--- src/global_config_pkg.sv ---
// Constants for the global configuration and shared-pin multiplexer block.
// Assumes a single 125 MHz clock and a synchronous active-high reset.
// Notes on behaviour
// Clock gate bit stops serial clock, resets zero
// Delay bit defers transmit start one bit
// Port-select bit picks index/data pair 2E or 4E
// Port-select loaded from serial-output strap at power-on
// Power-good variant bit picks first or second sequence
// Power-good variant latched from shared strap pin
// Timing-sequence enable resets one, clearing disables
// Serial-input pin: serial, GPIO or wake button
// Data-set-ready pin: serial, GPIO or beeper
// Request-to-send pin uses low group bit only
// Data-terminal-ready pin: serial, GPIO or infrared transmit
// Clear-to-send pin: serial, GPIO or indicator LED
// Ring pin: wake override, else serial/GPIO/over-temperature
// Carrier-detect pin: serial, GPIO or serial-bus data
// Group field resets to 3, selects pin grouping
// Wake override at bit 7 of next register
// Reserved bits read zero, ignore writes
package global_config_pkg;

   // Register indices
   localparam logic [7:0] IDX_SW_POWER_DOWN   = 8'h25;
   localparam logic [7:0] IDX_SERIAL_IRQ_CTRL = 8'h26;
   localparam logic [7:0] IDX_CONFIG_PORT_SEL = 8'h27;
   localparam logic [7:0] IDX_MULTI_FUNC_0    = 8'h28;
   localparam logic [7:0] IDX_MULTI_FUNC_1    = 8'h29;
   localparam logic [7:0] IDX_MULTI_FUNC_2    = 8'h2a;

   // Field positions
   localparam int BIT_SERIAL_CLK_GATE   = 1;
   localparam int BIT_INPUT_CLK_FREQ    = 7;
   localparam int BIT_TX_START_DELAY    = 2;
   localparam int BIT_ALT_PORT_SELECT   = 4;
   localparam int BIT_POWER_GOOD_VAR    = 1;
   localparam int BIT_TIMING_ENABLE     = 0;
   localparam int BIT_GROUP_LO          = 6;
   localparam int BIT_RING_WAKE         = 7;
   localparam logic [7:0] MULTI_FUNC_0_MASK = 8'hbf;

   // Reset values
   localparam logic       RST_SERIAL_CLK_GATE = 1'b0;
   localparam logic       RST_INPUT_CLK_FREQ  = 1'b0;
   localparam logic       RST_TX_START_DELAY  = 1'b0;
   localparam logic       RST_TIMING_ENABLE   = 1'b1;
   localparam logic [7:0] RST_MULTI_FUNC_0    = 8'h00;
   localparam logic [1:0] RST_GROUP_SELECT    = 2'h3;
   localparam logic       RST_RING_WAKE       = 1'b0;

   // Index/data port pairs
   localparam logic [15:0] PORT_INDEX_PRIMARY = 16'h002e;
   localparam logic [15:0] PORT_INDEX_ALT     = 16'h004e;

   // Group select codes
   localparam logic [1:0] GRP_ALL_SERIAL = 2'h0;
   localparam logic [1:0] GRP_ALL_GPIO   = 2'h3;

   // Shared pin indices
   localparam int NUM_PINS = 7;
   localparam int PIN_DCD  = 0;
   localparam int PIN_RING = 1;
   localparam int PIN_CTS  = 2;
   localparam int PIN_DTR  = 3;
   localparam int PIN_RTS  = 4;
   localparam int PIN_DSR  = 5;
   localparam int PIN_SIN  = 6;
   localparam logic [6:0] SERIAL_OUT_MASK = 7'h18;

   // Function driven on a shared pin
   typedef enum logic [1:0] {
      FN_SERIAL,
      FN_GPIO,
      FN_ALT,
      FN_WAKE
   } pin_func_t;

endpackage : global_config_pkg

--- src/global_config_pin_mux.sv ---
// Global configuration registers behind the index/data ports, and the
// seven-pin multiplexer for serial modem lines, GPIO and alternate functions.
// Assumes host I/O strobes are one-cycle pulses on clk; pins are asynchronous.
`timescale 1ns/1ns
`default_nettype none
module global_config_pin_mux
   import global_config_pkg::*;
(
   input  wire logic                clk,
   input  wire logic                rst,
   // Host I/O cycle port
   input  wire logic [15:0]         ioAddr,
   input  wire logic                ioWr,
   input  wire logic                ioRd,
   input  wire logic [7:0]          ioWrData,
   output var  logic [7:0]          ioRdData,
   output var  logic                ioRdValid,
   // Strap pins
   input  wire logic                serialOutStrapPin,
   // Shared pins, indexed by the pin indices of the package
   input  wire logic [NUM_PINS-1:0] pinIn,
   output var  logic [NUM_PINS-1:0] pinOut,
   output var  logic [NUM_PINS-1:0] pinOe,
   // Serial port side
   input  wire logic                uartDtrN,
   input  wire logic                uartRtsN,
   output var  logic [NUM_PINS-1:0] uartIn,
   input  wire logic                thrWrite,
   input  wire logic [15:0]         bitCycles,
   output var  logic                txStart,
   output var  logic                serialClkEn,
   // GPIO and alternate function side
   input  wire logic [NUM_PINS-1:0] gpioOut,
   input  wire logic [NUM_PINS-1:0] gpioOe,
   output var  logic [NUM_PINS-1:0] gpioIn,
   input  wire logic [NUM_PINS-1:0] altOut,
   input  wire logic [NUM_PINS-1:0] altOe,
   output var  logic [NUM_PINS-1:0] altIn,
   // Global mode outputs
   output var  logic                altConfigPort,
   output var  logic                powerGoodVariant,
   output var  logic                timingEnable,
   output var  logic                inputClockFreqSelect
);
   logic [NUM_PINS-1:0] pinMeta_q;
   logic [NUM_PINS-1:0] pinSync_q;
   logic                strapMeta_q;
   logic                strapSync_q;
   logic                strapPending_q;
   logic [7:0]          index_q;
   logic                serialClkGate_q;
   logic                inputClkFreq_q;
   logic                txDelay_q;
   logic                altPort_q;
   logic                pgVariant_q;
   logic                timingEn_q;
   logic [7:0]          multiFunc0_q;
   logic [1:0]          group_q;
   logic                ringWake_q;
   logic [15:0]         indexPort;
   logic                indexHit;
   logic                dataHit;
   logic                regWr;
   logic [7:0]          regRdData;
   logic [NUM_PINS-1:0] altSel;
   logic [NUM_PINS-1:0] serOut;
   pin_func_t           pinFunc [NUM_PINS];

   // Two-stage synchronisers for pins and the serial-output strap
   always_ff @(posedge clk) begin
      pinMeta_q   <= pinIn;
      pinSync_q   <= pinMeta_q;
      strapMeta_q <= serialOutStrapPin;
      strapSync_q <= strapMeta_q;
   end

   // Index/data port decode follows the port-select bit
   assign indexPort = altPort_q ? PORT_INDEX_ALT : PORT_INDEX_PRIMARY;
   assign indexHit  = (ioAddr == indexPort);
   assign dataHit   = (ioAddr == indexPort + 16'h0001);
   assign regWr     = ioWr && dataHit;

   // Index latch
   always_ff @(posedge clk) begin
      if (rst) begin
         index_q <= 8'h00;
      end else if (ioWr && indexHit) begin
         index_q <= ioWrData;
      end
   end

   // Software power-down: serial clock gate
   always_ff @(posedge clk) begin
      if (rst) begin
         serialClkGate_q <= RST_SERIAL_CLK_GATE;
      end else if (regWr && index_q == IDX_SW_POWER_DOWN) begin
         serialClkGate_q <= ioWrData[BIT_SERIAL_CLK_GATE];
      end
   end

   // Clock frequency select and transmit-start delay
   always_ff @(posedge clk) begin
      if (rst) begin
         inputClkFreq_q <= RST_INPUT_CLK_FREQ;
         txDelay_q      <= RST_TX_START_DELAY;
      end else if (regWr && index_q == IDX_SERIAL_IRQ_CTRL) begin
         inputClkFreq_q <= ioWrData[BIT_INPUT_CLK_FREQ];
         txDelay_q      <= ioWrData[BIT_TX_START_DELAY];
      end
   end

   // Strap capture on the first cycle after reset release
   always_ff @(posedge clk) begin
      if (rst) begin
         strapPending_q <= 1'b1;
      end else begin
         strapPending_q <= 1'b0;
      end
   end

   // Port select and power-good variant: strapped, then software writable
   always_ff @(posedge clk) begin
      if (rst) begin
         altPort_q   <= 1'b0;
         pgVariant_q <= 1'b0;
      end else if (strapPending_q) begin
         altPort_q   <= strapSync_q;
         pgVariant_q <= pinSync_q[PIN_RTS];
      end else if (regWr && index_q == IDX_CONFIG_PORT_SEL) begin
         altPort_q   <= ioWrData[BIT_ALT_PORT_SELECT];
         pgVariant_q <= ioWrData[BIT_POWER_GOOD_VAR];
      end
   end

   // Timing-sequence enable
   always_ff @(posedge clk) begin
      if (rst) begin
         timingEn_q <= RST_TIMING_ENABLE;
      end else if (regWr && index_q == IDX_CONFIG_PORT_SEL) begin
         timingEn_q <= ioWrData[BIT_TIMING_ENABLE];
      end
   end

   // Multi-function selects: alternate bits, group field, wake override
   always_ff @(posedge clk) begin
      if (rst) begin
         multiFunc0_q <= RST_MULTI_FUNC_0;
         group_q      <= RST_GROUP_SELECT;
         ringWake_q   <= RST_RING_WAKE;
      end else if (regWr) begin
         if (index_q == IDX_MULTI_FUNC_0) begin
            multiFunc0_q <= ioWrData & MULTI_FUNC_0_MASK;
         end
         if (index_q == IDX_MULTI_FUNC_1) begin
            group_q <= ioWrData[BIT_GROUP_LO +: 2];
         end
         if (index_q == IDX_MULTI_FUNC_2) begin
            ringWake_q <= ioWrData[BIT_RING_WAKE];
         end
      end
   end

   // Register read data; reserved bits and unmapped indices read zero
   always_comb begin
      regRdData = 8'h00;
      case (index_q)
         IDX_SW_POWER_DOWN: begin
            regRdData[BIT_SERIAL_CLK_GATE] = serialClkGate_q;
         end
         IDX_SERIAL_IRQ_CTRL: begin
            regRdData[BIT_INPUT_CLK_FREQ] = inputClkFreq_q;
            regRdData[BIT_TX_START_DELAY] = txDelay_q;
         end
         IDX_CONFIG_PORT_SEL: begin
            regRdData[BIT_ALT_PORT_SELECT] = altPort_q;
            regRdData[BIT_POWER_GOOD_VAR]  = pgVariant_q;
            regRdData[BIT_TIMING_ENABLE]   = timingEn_q;
         end
         IDX_MULTI_FUNC_0: begin
            regRdData = multiFunc0_q;
         end
         IDX_MULTI_FUNC_1: begin
            regRdData[BIT_GROUP_LO +: 2] = group_q;
         end
         IDX_MULTI_FUNC_2: begin
            regRdData[BIT_RING_WAKE] = ringWake_q;
         end
         default: begin
            regRdData = 8'h00;
         end
      endcase
   end

   // Host read answer one cycle after the strobe
   always_ff @(posedge clk) begin
      if (rst) begin
         ioRdData  <= 8'h00;
         ioRdValid <= 1'b0;
      end else begin
         ioRdValid <= ioRd && (indexHit || dataHit);
         if (ioRd && indexHit) begin
            ioRdData <= index_q;
         end else if (ioRd && dataHit) begin
            ioRdData <= regRdData;
         end
      end
   end

   // Alternate bit per pin, and serial output level per pin
   assign altSel = multiFunc0_q[NUM_PINS:0] == 8'h00 ? 7'h00 :
                   {multiFunc0_q[7], multiFunc0_q[5:0]};
   always_comb begin
      serOut          = {NUM_PINS{1'b1}};
      serOut[PIN_DTR] = uartDtrN;
      serOut[PIN_RTS] = uartRtsN;
   end

   // Function decode and pin drive, one slice per shared pin
   for (genvar p = 0; p < NUM_PINS; p++) begin : g_pin
      always_comb begin
         if (p == PIN_RING && ringWake_q) begin
            pinFunc[p] = FN_WAKE;
         end else if (altSel[p]) begin
            pinFunc[p] = FN_ALT;
         end else if (p == PIN_SIN) begin
            pinFunc[p] = (group_q == GRP_ALL_GPIO) ? FN_GPIO : FN_SERIAL;
         end else if (p == PIN_RTS) begin
            pinFunc[p] = group_q[0] ? FN_GPIO : FN_SERIAL;
         end else begin
            pinFunc[p] = (group_q == GRP_ALL_SERIAL) ? FN_SERIAL : FN_GPIO;
         end
      end

      // Registered pin drive and routed inputs
      always_ff @(posedge clk) begin
         if (rst) begin
            pinOut[p] <= 1'b1;
            pinOe[p]  <= 1'b0;
            uartIn[p] <= 1'b1;
            gpioIn[p] <= 1'b0;
            altIn[p]  <= 1'b0;
         end else begin
            gpioIn[p] <= pinSync_q[p];
            altIn[p]  <= pinSync_q[p];
            uartIn[p] <= (pinFunc[p] == FN_SERIAL) ? pinSync_q[p] : 1'b1;
            case (pinFunc[p])
               FN_SERIAL: begin
                  pinOut[p] <= serOut[p];
                  pinOe[p]  <= SERIAL_OUT_MASK[p];
               end
               FN_GPIO: begin
                  pinOut[p] <= gpioOut[p];
                  pinOe[p]  <= gpioOe[p];
               end
               FN_ALT: begin
                  pinOut[p] <= altOut[p];
                  pinOe[p]  <= altOe[p];
               end
               FN_WAKE: begin
                  pinOut[p] <= altOut[PIN_SIN];
                  pinOe[p]  <= altOe[PIN_SIN];
               end
               default: begin
                  pinOut[p] <= 1'b1;
                  pinOe[p]  <= 1'b0;
               end
            endcase
         end
      end
   end

   // Global mode outputs
   always_ff @(posedge clk) begin
      if (rst) begin
         serialClkEn          <= 1'b1;
         altConfigPort        <= 1'b0;
         powerGoodVariant     <= 1'b0;
         timingEnable         <= RST_TIMING_ENABLE;
         inputClockFreqSelect <= RST_INPUT_CLK_FREQ;
      end else begin
         serialClkEn          <= !serialClkGate_q;
         altConfigPort        <= altPort_q;
         powerGoodVariant     <= pgVariant_q;
         timingEnable         <= timingEn_q;
         inputClockFreqSelect <= inputClkFreq_q;
      end
   end

   // Transmit start timing
   tx_start_delay u_tx_start_delay (
      .clk       (clk),
      .rst       (rst),
      .delayEn   (txDelay_q),
      .thrWrite  (thrWrite),
      .bitCycles (bitCycles),
      .txStart   (txStart)
   );
endmodule : global_config_pin_mux
`default_nettype wire

--- src/tx_start_delay.sv ---
// Transmit-start timing: start at once, or one bit time after the write.
// Assumes thrWrite is a one-cycle pulse and bitCycles is the bit period in clocks.
`timescale 1ns/1ns
`default_nettype none
module tx_start_delay
   import global_config_pkg::*;
(
   input  wire logic        clk,
   input  wire logic        rst,
   input  wire logic        delayEn,
   input  wire logic        thrWrite,
   input  wire logic [15:0] bitCycles,
   output var  logic        txStart
);
   logic [15:0] count_q;
   logic        busy_q;

   // Bit-time countdown; a new write restarts it
   always_ff @(posedge clk) begin
      if (rst) begin
         count_q <= 16'h0000;
         busy_q  <= 1'b0;
      end else if (thrWrite && delayEn) begin
         count_q <= (bitCycles == 16'h0000) ? 16'h0001 : bitCycles;
         busy_q  <= 1'b1;
      end else if (busy_q) begin
         count_q <= count_q - 16'h0001;
         busy_q  <= (count_q != 16'h0001);
      end
   end

   // Start pulse, immediate or at end of the bit time
   always_ff @(posedge clk) begin
      if (rst) begin
         txStart <= 1'b0;
      end else begin
         txStart <= (thrWrite && !delayEn) || (busy_q && count_q == 16'h0001 && !thrWrite);
      end
   end
endmodule : tx_start_delay
`default_nettype wire
--- config.mk ---
export PLATFORM = sky130hd
export DESIGN_NAME = global_config_pin_mux
export DESIGN_NICKNAME = d
export VERILOG_FILES = /design/src/global_config_pkg.sv /design/src/global_config_pin_mux.sv /design/src/tx_start_delay.sv
export SDC_FILE = /design/constraint.sdc
export NUM_CORES = 1
export LEC_CHECK = 0
export ABC_AREA = 1
export BUFFER_PORTS_ARGS = -buffer_cell sky130_fd_sc_hd__buf_2
export CELL_PAD_IN_SITES_DETAIL_PLACEMENT = 1
export CELL_PAD_IN_SITES_GLOBAL_PLACEMENT = 1
export CORE_MARGIN = 1.5
export CORE_UTILIZATION = 36
export DETAILED_ROUTE_END_ITERATION = 6
export PLACE_DENSITY = 0.79
export SKIP_CTS_REPAIR_TIMING = 1
export SYNTH_ARGS = -nofsm -noshare
export SYNTH_HDL_FRONTEND = slang
export SYNTH_HIERARCHICAL = 1
export SYNTH_SLANG_ARGS = --single-unit
export TNS_END_PERCENT = 1
--- constraint.sdc ---
create_clock -name clk -period 1.71 [get_ports clk]
set_input_delay 0.4275 -clock clk [delete_from_list [all_inputs] [get_ports clk]]
set_output_delay 0.4275 -clock clk [all_outputs]
set_load 0.005 [all_outputs]
* Word-level counts from Yosys, hierarchy flattened
Index checks and enable logic that the tools add are counted.
Word-level totals: flip-flop bits (word level) 101, input bits 83, word-level logic and storage cells 182
Operators by class: add/subtract/negate cells 2, equality and inequality tests 32, multiplexer cells 47, bitwise operators 7, reduce and logical (&&, ||, !) cells 41
Operator list (number):
- $pmux W1 S4 | 13
- $eq A8 B6 Y1 const B | 6
- $mux W16 | 3
- $eq A2 B2 Y1 const B | 15
- $eq A16 B1 Y1 const B | 1
- $eq A16 B7 Y1 | 1
- $eq A16 B8 Y1 | 1
- $logic_not A16 Y1 | 1
- $logic_not A2 Y1 | 8
- $mux W2 | 8
- $mux W8 | 2
- $ne A16 B1 Y1 const B | 1
- $reduce_or A2 Y1 | 8
- $sub A16 B1 Y16 const B | 1
- $eq A2 B1 Y1 const B | 7
- $mux W7 | 2
- $mux W1 | 13
- $logic_and A1 B1 Y1 | 12
- $pmux W1 S3 | 3
- $add A7 B1 Y8 const B | 1
- $logic_not A8 Y1 | 1
- $not A1 Y1 | 7
- $pmux W1 S2 | 3
- $reduce_and A2 Y1 | 3
- 3 further kinds | 8

* Longest topological paths before layout
Gate-level depths: netlist of the first run.
depth in word-level cells 7, mapped depth 11

* Hierarchy
Netlist of the first run, hierarchy kept.
Modules (own cells, without submodules):
- global_config_pin_mux | times used 1, cells each 431, area an instance 3281.9 um2, seq. area each 1661.6 um2
- tx_start_delay | times used 1, cells each 202, area an instance 1308.8 um2, seq. area each 360.3 um2

* Worst setup path before layout of the first run
No wires, ideal clock.
kind input -> register, start point input port ioAddr[15], end point register index_q[6], arrival time 1361 ps, setup slack 232 ps, stages 9, path through nor2_1 -> nand2_1 -> nor2_2 -> nand2_1 -> nor2_4 -> nand2_2 -> buf_6 -> o21ai_1 -> a21oi_1
On the way: word-level cells in the longest chain between the ends 2
Ends and longest elaborated chain:
- start, declared | line global_config_pin_mux.sv:12 | input wire logic [15:0] ioAddr,
- $eq A16 B7 Y1 | line global_config_pin_mux.sv:79 | assign indexHit = (ioAddr == indexPort);
- $logic_and A1 B1 Y1 | line global_config_pin_mux.sv:87 | end else if (ioWr && indexHit) begin
- end signal, assigned | line global_config_pin_mux.sv:88 | index_q <= ioWrData;
- end, declared | line global_config_pin_mux.sv:50 | logic [7:0] index_q;
Every way passes these cells. A chain may end at the register's enable or synchronous reset.

* Worst setup path after layout of the first run
start point register altPort_q, end point register pgVariant_q
On the way: word-level cells in the longest chain between the ends 6
Ends and longest elaborated chain:
- start, declared | line global_config_pin_mux.sv:54 | logic altPort_q;
- start signal, assigned | line global_config_pin_mux.sv:127 | altPort_q <= strapSync_q;
- start signal, assigned | line global_config_pin_mux.sv:130 | altPort_q <= ioWrData[BIT_ALT_PORT_SELECT];
- $mux W7 | line global_config_pin_mux.sv:78 | assign indexPort = altPort_q ? PORT_INDEX_ALT : PORT_INDEX_PRIMARY;
- $add A7 B1 Y8 | line global_config_pin_mux.sv:80 | assign dataHit = (ioAddr == indexPort + 16'h0001);
- $eq A16 B8 Y1 | line global_config_pin_mux.sv:80
- $logic_and A1 B1 Y1 | line global_config_pin_mux.sv:81 | assign regWr = ioWr && dataHit;
- $logic_and A1 B1 Y1 | line global_config_pin_mux.sv:129 | end else if (regWr && index_q == IDX_CONFIG_PORT_SEL) begin
- $reduce_bool A2 Y1 (no source line)
- end signal, assigned | line global_config_pin_mux.sv:128 | pgVariant_q <= pinSync_q[PIN_RTS];
- end signal, assigned | line global_config_pin_mux.sv:131 | pgVariant_q <= ioWrData[BIT_POWER_GOOD_VAR];
- end, declared | line global_config_pin_mux.sv:55 | logic pgVariant_q;
Every way passes these cells.

==> results of run 1 <==
-- metal layers --
| layer | routed length [um] | vias up |
|---|---|---|
| met2 | 6760 | 105 |
| met5 | 0 | - |
| li1 | - | 2289 |
| met3 | 560 | 25 |
| met4 | 337 | 0 |
| met1 | 6180 | 2150 |
-- final timing paths --
check        depth (start not counted)          from  slack, ns      endpoint
max                                  9     altPort_q        0.1   pgVariant_q
min                                  1      pinIn[2]       0.17  pinMeta_q[2]
max reg2reg                          9     altPort_q        0.1   pgVariant_q
min reg2reg                          0  pinMeta_q[5]       0.33  pinSync_q[5]
-- through the flow --
stage	cell area (um2)	worst slack, ns
finish	5770	0.0993
global route	5770	-0.0280
CTS	5740	0.0758
detailed placement	5440	-0.109
global placement	5440	-0.0193
floorplan	4590	0.232
-- state kept, by name, indices dropped and copies added, names as in the netlist, 2 cells and up --
signal and cells:
u_tx_start_delay/count_q 16, altIn 7, pinMeta_q 7, uartIn 7
pinOe 7, group_q 2, multiFunc0_q 7, ioRdData 8
index_q 8, pinOut 7, pinSync_q 7
-- placed cells by master, fill, tap and decap left out, types with 9 or more instances in the layout --
master     count
buf_2        132
inv_1         87
buf_4         12
nand2_1      121
dfxtp_1      101
a21oi_1       28
nor2_2        14
o21ai_0       20
nor2_1        81
clkbuf_16      9
nand3_1       82
-- power by group --
| part | total [mW] | internal (mW) | switching [mW] |
|---|---|---|---|
| clock | 2.10 | 1.18 | 0.918 |
| sequential | 2.42 | 2.41 | 0.0193 |
| combinational | 0.291 | 0.132 | 0.159 |
-- logic make-up after synthesis --
group,count (synthesis)
simple gates,336
buf+inv,116
flops,101
compound gates,76
xor+xnor,2
fa+ha+maj,2
-- area by class of cell --
type / instances / area, um2
Fill cell: 1662 / 6750
Clock buffer: 12 / 246
Multi-Input combinational cell: 416 / 2090
Timing Repair Buffer: 146 / 791
Inverter: 94 / 353
Tap cell: 172 / 215
Clock inverter: 4 / 55.1
Sequential cell: 101 / 2020
-- worst reg2reg max path, cell delays in order, from the launching register on --
cell and delay [ns]:
dfxtp_1 0.41, nand3_1 0.14, nand2_1 0.14, nand2_4 0.10, nor2_8 0.23, nand3_1 0.18, nand2_1 0.13, inv_1 0.06
nor2_1 0.09, nor2_1 0.04
==> metrics.csv, run 1 <==
metric,value,unit
status,"complete, no violations",
largest area contributor in the synthesized netlist,dfxtp_1,
met3 usage,0.0303,
crit-path cells,"nand3_1, nand2_1, nand2_4, nor2_8, nand3_1, nand2_1, inv_1, nor2_1, nor2_1",
Syn Nets,718,
die height,116,um
drt wl/cell,14.6,um
CTS buffer count,9,
WP data required,1.96,ns
adder-cell share of the synthesized area,0.00545,
largest net degree at the start of global routing,34,
register area share after synthesis,0.440,
CP max FO,7,
M1 GR Usage,0.260,
multiplexer share of the synthesized area,0,
initial drt markers,138,
Yosys top cell area share,0.440,
CTS tree,yes,
Row Count,41,
initial antenna violation count,0,
GR peak layer,met2,
MaxCap Viol Count,0,
layout cells sized above 1,0.272,
period utilization,0.942,
Post-Syn Area,4590,um2
RSZ-0062 raised after global routing,true,
Final GP Congestion,0.885,
cells taking the most area after synthesis,"dfxtp_1, nand2_1, nand3_1, inv_1, nor2_1",
Root Buffer,clkbuf_16,
setup tns final,0,ns
Leak,2.92,nW
vias in the first global route,4634,
fmax,0.621,GHz
Netlist cell types,43,
first-pass GRT wire length,21900,um
critical path arrival,1.86,ns
Syn Inst Count,633,
Total Routing Usage GR,0.211,
DPL Wire Length,11000,um
# DRC,0,
average cell area after synthesis,7.25,um2
compound-cell area share of the yosys netlist,0.0965,
Max Slew Vio Count,0,
relative slew slack,0.662,
most instantiated cells after synthesis,"nand2_1, dfxtp_1, inv_1",
ANT nets after route,0,
# setup viols final,0,
power density over the cells,835,nW/um2
Simple-Gate Fraction of Synth Area,0.347,
First-pass DRT Iterations,4,
Setup CP Type,register to register,
port bufs,132,
worst-case clock skew,0.0103,ns
fin util,0.461,
Finished Layout Cells,945,
dominant synthesized flop cell,dfxtp_1,
worst path buffer plus inverter count,1,
depth of the CTS H-tree,3,
Vias,4569,
full die area,13400,um2
placed insts,928,
hold_ws,0.172,ns
clock sink count,101,
Clock transition at path regs,0.07,ns
total gr overflow,0,
largest family of logic cells by synthesized area,simple AND/OR/NAND/NOR gates,
Hold Path Class,input port to register,
Avg Vias per Cell,4.83,
Critical Path Source Type,register,
initial core utilization,0.367,
I/O pin count,133,
number of synthesized register bits,101,
most frequent cell after synthesis,nand2_1,
async set-reset flop share out of synthesis,0,
XOR/XNOR share of the synthesized area,0.00382,
buffer depth of the longest clock path,2,
Max VDD drop,544,uV
Slew @ Worst Pin,0.505,ns
area delta synth->final,25.7,%
Post-Route WL,13800,um
clk_lat worst skew,0.36,ns
NumNets Final,853,
CP max stage delay,0.41,ns
floorplan core area,12500,um2
grt met2 use,0.362,
Yosys warning count,6,
final hold vios,0,
"EDFF count, synth",0,
n_diodes,0,
Crit. End Element,register,
slowest CP cell,dfxtp_1,
Crit path max-delay family,simple AND/OR/NAND/NOR gates,
Total Power,4.82,mW
Tmin final,1.61,ns
Chip Width,116,um
Note: power is estimated with default switching activity, not from simulation.
==> inputs of run 2 (changes only) <==
--- a/config.mk
+++ b/config.mk
@@ -5,14 +5,13 @@
 export SDC_FILE = /design/constraint.sdc
 export NUM_CORES = 1
 export LEC_CHECK = 0
-export ABC_AREA = 1
 export BUFFER_PORTS_ARGS = -buffer_cell sky130_fd_sc_hd__buf_2
 export CELL_PAD_IN_SITES_DETAIL_PLACEMENT = 1
 export CELL_PAD_IN_SITES_GLOBAL_PLACEMENT = 1
 export CORE_MARGIN = 1.5
-export CORE_UTILIZATION = 36
+export CORE_UTILIZATION = 37
 export DETAILED_ROUTE_END_ITERATION = 6
-export PLACE_DENSITY = 0.79
+export PLACE_DENSITY = 0.78
 export SKIP_CTS_REPAIR_TIMING = 1
 export SYNTH_ARGS = -nofsm -noshare
 export SYNTH_HDL_FRONTEND = slang
==> metrics.csv, run 2 <==
metric,value,unit
Row Count,38,
Final GP Congestion,0.883,
layout cells sized above 1,0.381,
initial core utilization,0.379,
clock power share,0.357,
Chip Width,108,um
average cell area after synthesis,9.73,um2
critical path arrival,2.23,ns
Reg-to-Reg Start,u_tx_start_delay/count_q[9],
full die area,11700,um2
fin util,0.506,
Syn Nets,505,
Total Routing Usage GR,0.224,
Crit. End Element,register,
status,"finished, violations left",
Critical path origin,u_tx_start_delay/count_q[9],
drt wl/cell,17.8,um
Netlist cell types,61,
Vias,3847,
CP max stage delay,0.53,ns
switching power,1.01,mW
most frequent cells in the layout,"buf_2, dfxtp_1, nor2_1",
Biggest register,u_tx_start_delay/count_q,
Yosys warning count,6,
P_int,3.25,mW
I/O pin count,133,
Combinational Power Share,0.073,
CP max FO,2,
largest area contributor in the synthesized netlist,dfxtp_1,
Post-Route WL,12900,um
"most common cell after layout, fill and taps aside",buf_2,
Max Slew Vio Count,0,
Clock transition at path regs,0.10,ns
largest net degree at the start of global routing,43,
die height,108,um
MaxCap Viol Count,0,
Slew @ Worst Pin,0.534,ns
Max VDD drop,376,uV
Total Power,4.25,mW
initial drt markers,157,
R2R depth,4,
First-pass DRT Iterations,4,
port bufs,132,
RR Endpoint,u_tx_start_delay/count_q[15],
Setup CP Type,register to register,
Post-Syn Area,4090,um2
crit-path cells,"or4_4, or4_4, or3_1, a311oi_2",
crit path to,u_tx_start_delay/count_q[15],
fmax,0.514,GHz
final hold vios,0,
register area share after synthesis,0.495,
CP most frequent cell,or4_4,
async set-reset flop share out of synthesis,0,
# setup viols final,17,
max reg flops,16,
Tmin final,1.95,ns
"EDFF count, synth",0,
first-pass GRT wire length,20100,um
buffer depth of the longest clock path,2,
DPL Wire Length,9810,um
Switching Share,0.236,
WP data required,2.00,ns
depth of the CTS H-tree,3,
relative slew slack,0.641,
dominant synthesized flop cell,dfxtp_1,
n_diodes,0,
slowest CP cell,or4_4,
Seq pwr share,0.570,
biggest regs,"u_tx_start_delay/count_q x16, index_q x8, ioRdData x8",
floorplan core area,10800,um2
total gr overflow,0,
final worst slack,-0.235,ns
clk_lat worst skew,0.38,ns
ANT nets after route,0,
NumNets Final,668,
period utilization,1.14,
clock sink count,101,
CTS buffer count,9,
flop2flop setup slack,-0.24,ns
CTS tree,yes,
vias in the first global route,4065,
most frequent cell after synthesis,dfxtp_1,
power density over the cells,778,nW/um2
initial antenna violation count,0,
Min-Delay Startpoint,pinIn[1],
Root Buffer,clkbuf_8,
Syn Inst Count,420,
Avg Vias per Cell,5.28,
area delta synth->final,33.6,%
RSZ-0062 raised after global routing,true,
Critical Path Source Type,register,
# DRC,0,
Hold Path Class,input port to register,
number of synthesized register bits,101,
cells taking the most area after synthesis,"dfxtp_1, nor2_1, mux2i_1, nor2b_1, a211oi_1",
Yosys top cell area share,0.495,
Leak,2.40,nW
most instantiated cells after synthesis,"dfxtp_1, nor2_1, nand2_1",
worst-case clock skew,0.0103,ns
failing checks,setup timing,
[run 2: changes by cell type in the layout (fill, tap and decap cells not counted), moves of 15 or more]
cell / delta
a21oi_1: -15
buf_4: +26
inv_1: -83
mux2i_1: +20
nand2_1: -96
nand3_1: -75
nor2_1: -25
nor2b_1: +21
[run 2: through the flow]
| step | instance area, um2 | hold slack (ns) | instances | setup TNS, ns | worst slack, ns |
|---|---|---|---|---|---|
| after floorplan | 4100 | 0.310 | 420 | -6.67 | -0.247 |
| after global placement | 5150 | 0.310 | 712 | -9.67 | -0.342 |
| after detailed placement | 5150 | 0.313 | 712 | -10.98 | -0.387 |
| after CTS | 5340 | 0.130 | 728 | -2.92 | -0.277 |
| after global routing | 5460 | 0.128 | 728 | -3.40 | -0.307 |
| final | 5460 | 0.144 | 728 | -1.05 | -0.235 |
[run 2: power groups by stage]
stage	registers, mW	logic [mW]	clock network [mW]
2_1_floorplan	2.48	0.111	0
3_3_place_gp	2.48	0.295	0
3_5_place_dp	2.48	0.306	0
4_1_cts	2.42	0.308	1.55
5_1_grt	2.43	0.341	1.63
6_report	2.42	0.309	1.52
[run 2: how the worst min path moves through the flow]
stage	cells after the start	end
after CTS	1	pinMeta_q[1]
after global routing	1	pinMeta_q[2]
after detailed placement	0	pinSync_q[0]
after floorplan	0	pinSync_q[0]
after global placement	0	strapSync_q
final	1	pinMeta_q[1]
[run 2: kinds of logic after synthesis]
logic type,Yosys count,synth area share
mux,24,0.0618
buf+inv,29,0.0407
flops,101,0.495
xor+xnor,12,0.0257
compound gates,67,0.118
simple gates,185,0.253
fa+ha+maj,2,0.00612
[run 2: final cells by class]
| cell class | instances | area (um2) |
|---|---|---|
| Fill cell | 1279 | 5330 |
| Sequential cell | 101 | 2020 |
| Multi-Input combinational cell | 290 | 2010 |
| Timing Repair Buffer | 176 | 1040 |
| Tap cell | 140 | 175 |
| Clock buffer | 11 | 131 |
| Clock inverter | 5 | 58.8 |
| Inverter | 5 | 18.8 |
[run 2: metal layers]
metal / vias to the layer above / wire [um] / global-route usage
met3: 22 / 527 / 0.0362
met4: 0 / 331 / 0.105
li1: 1820 / - / -
met2: 100 / 6700 / 0.399
met1: 1905 / 5390 / 0.261
met5: - / 0 / 0
[run 2: critical path: cells and delay by family, from the launching register on]
kind             cells  cell delay (ns)
AO/OA/AOI/OAI        1             0.24
AND/OR/NAND/NOR      3             1.30
flip-flops           1             0.32
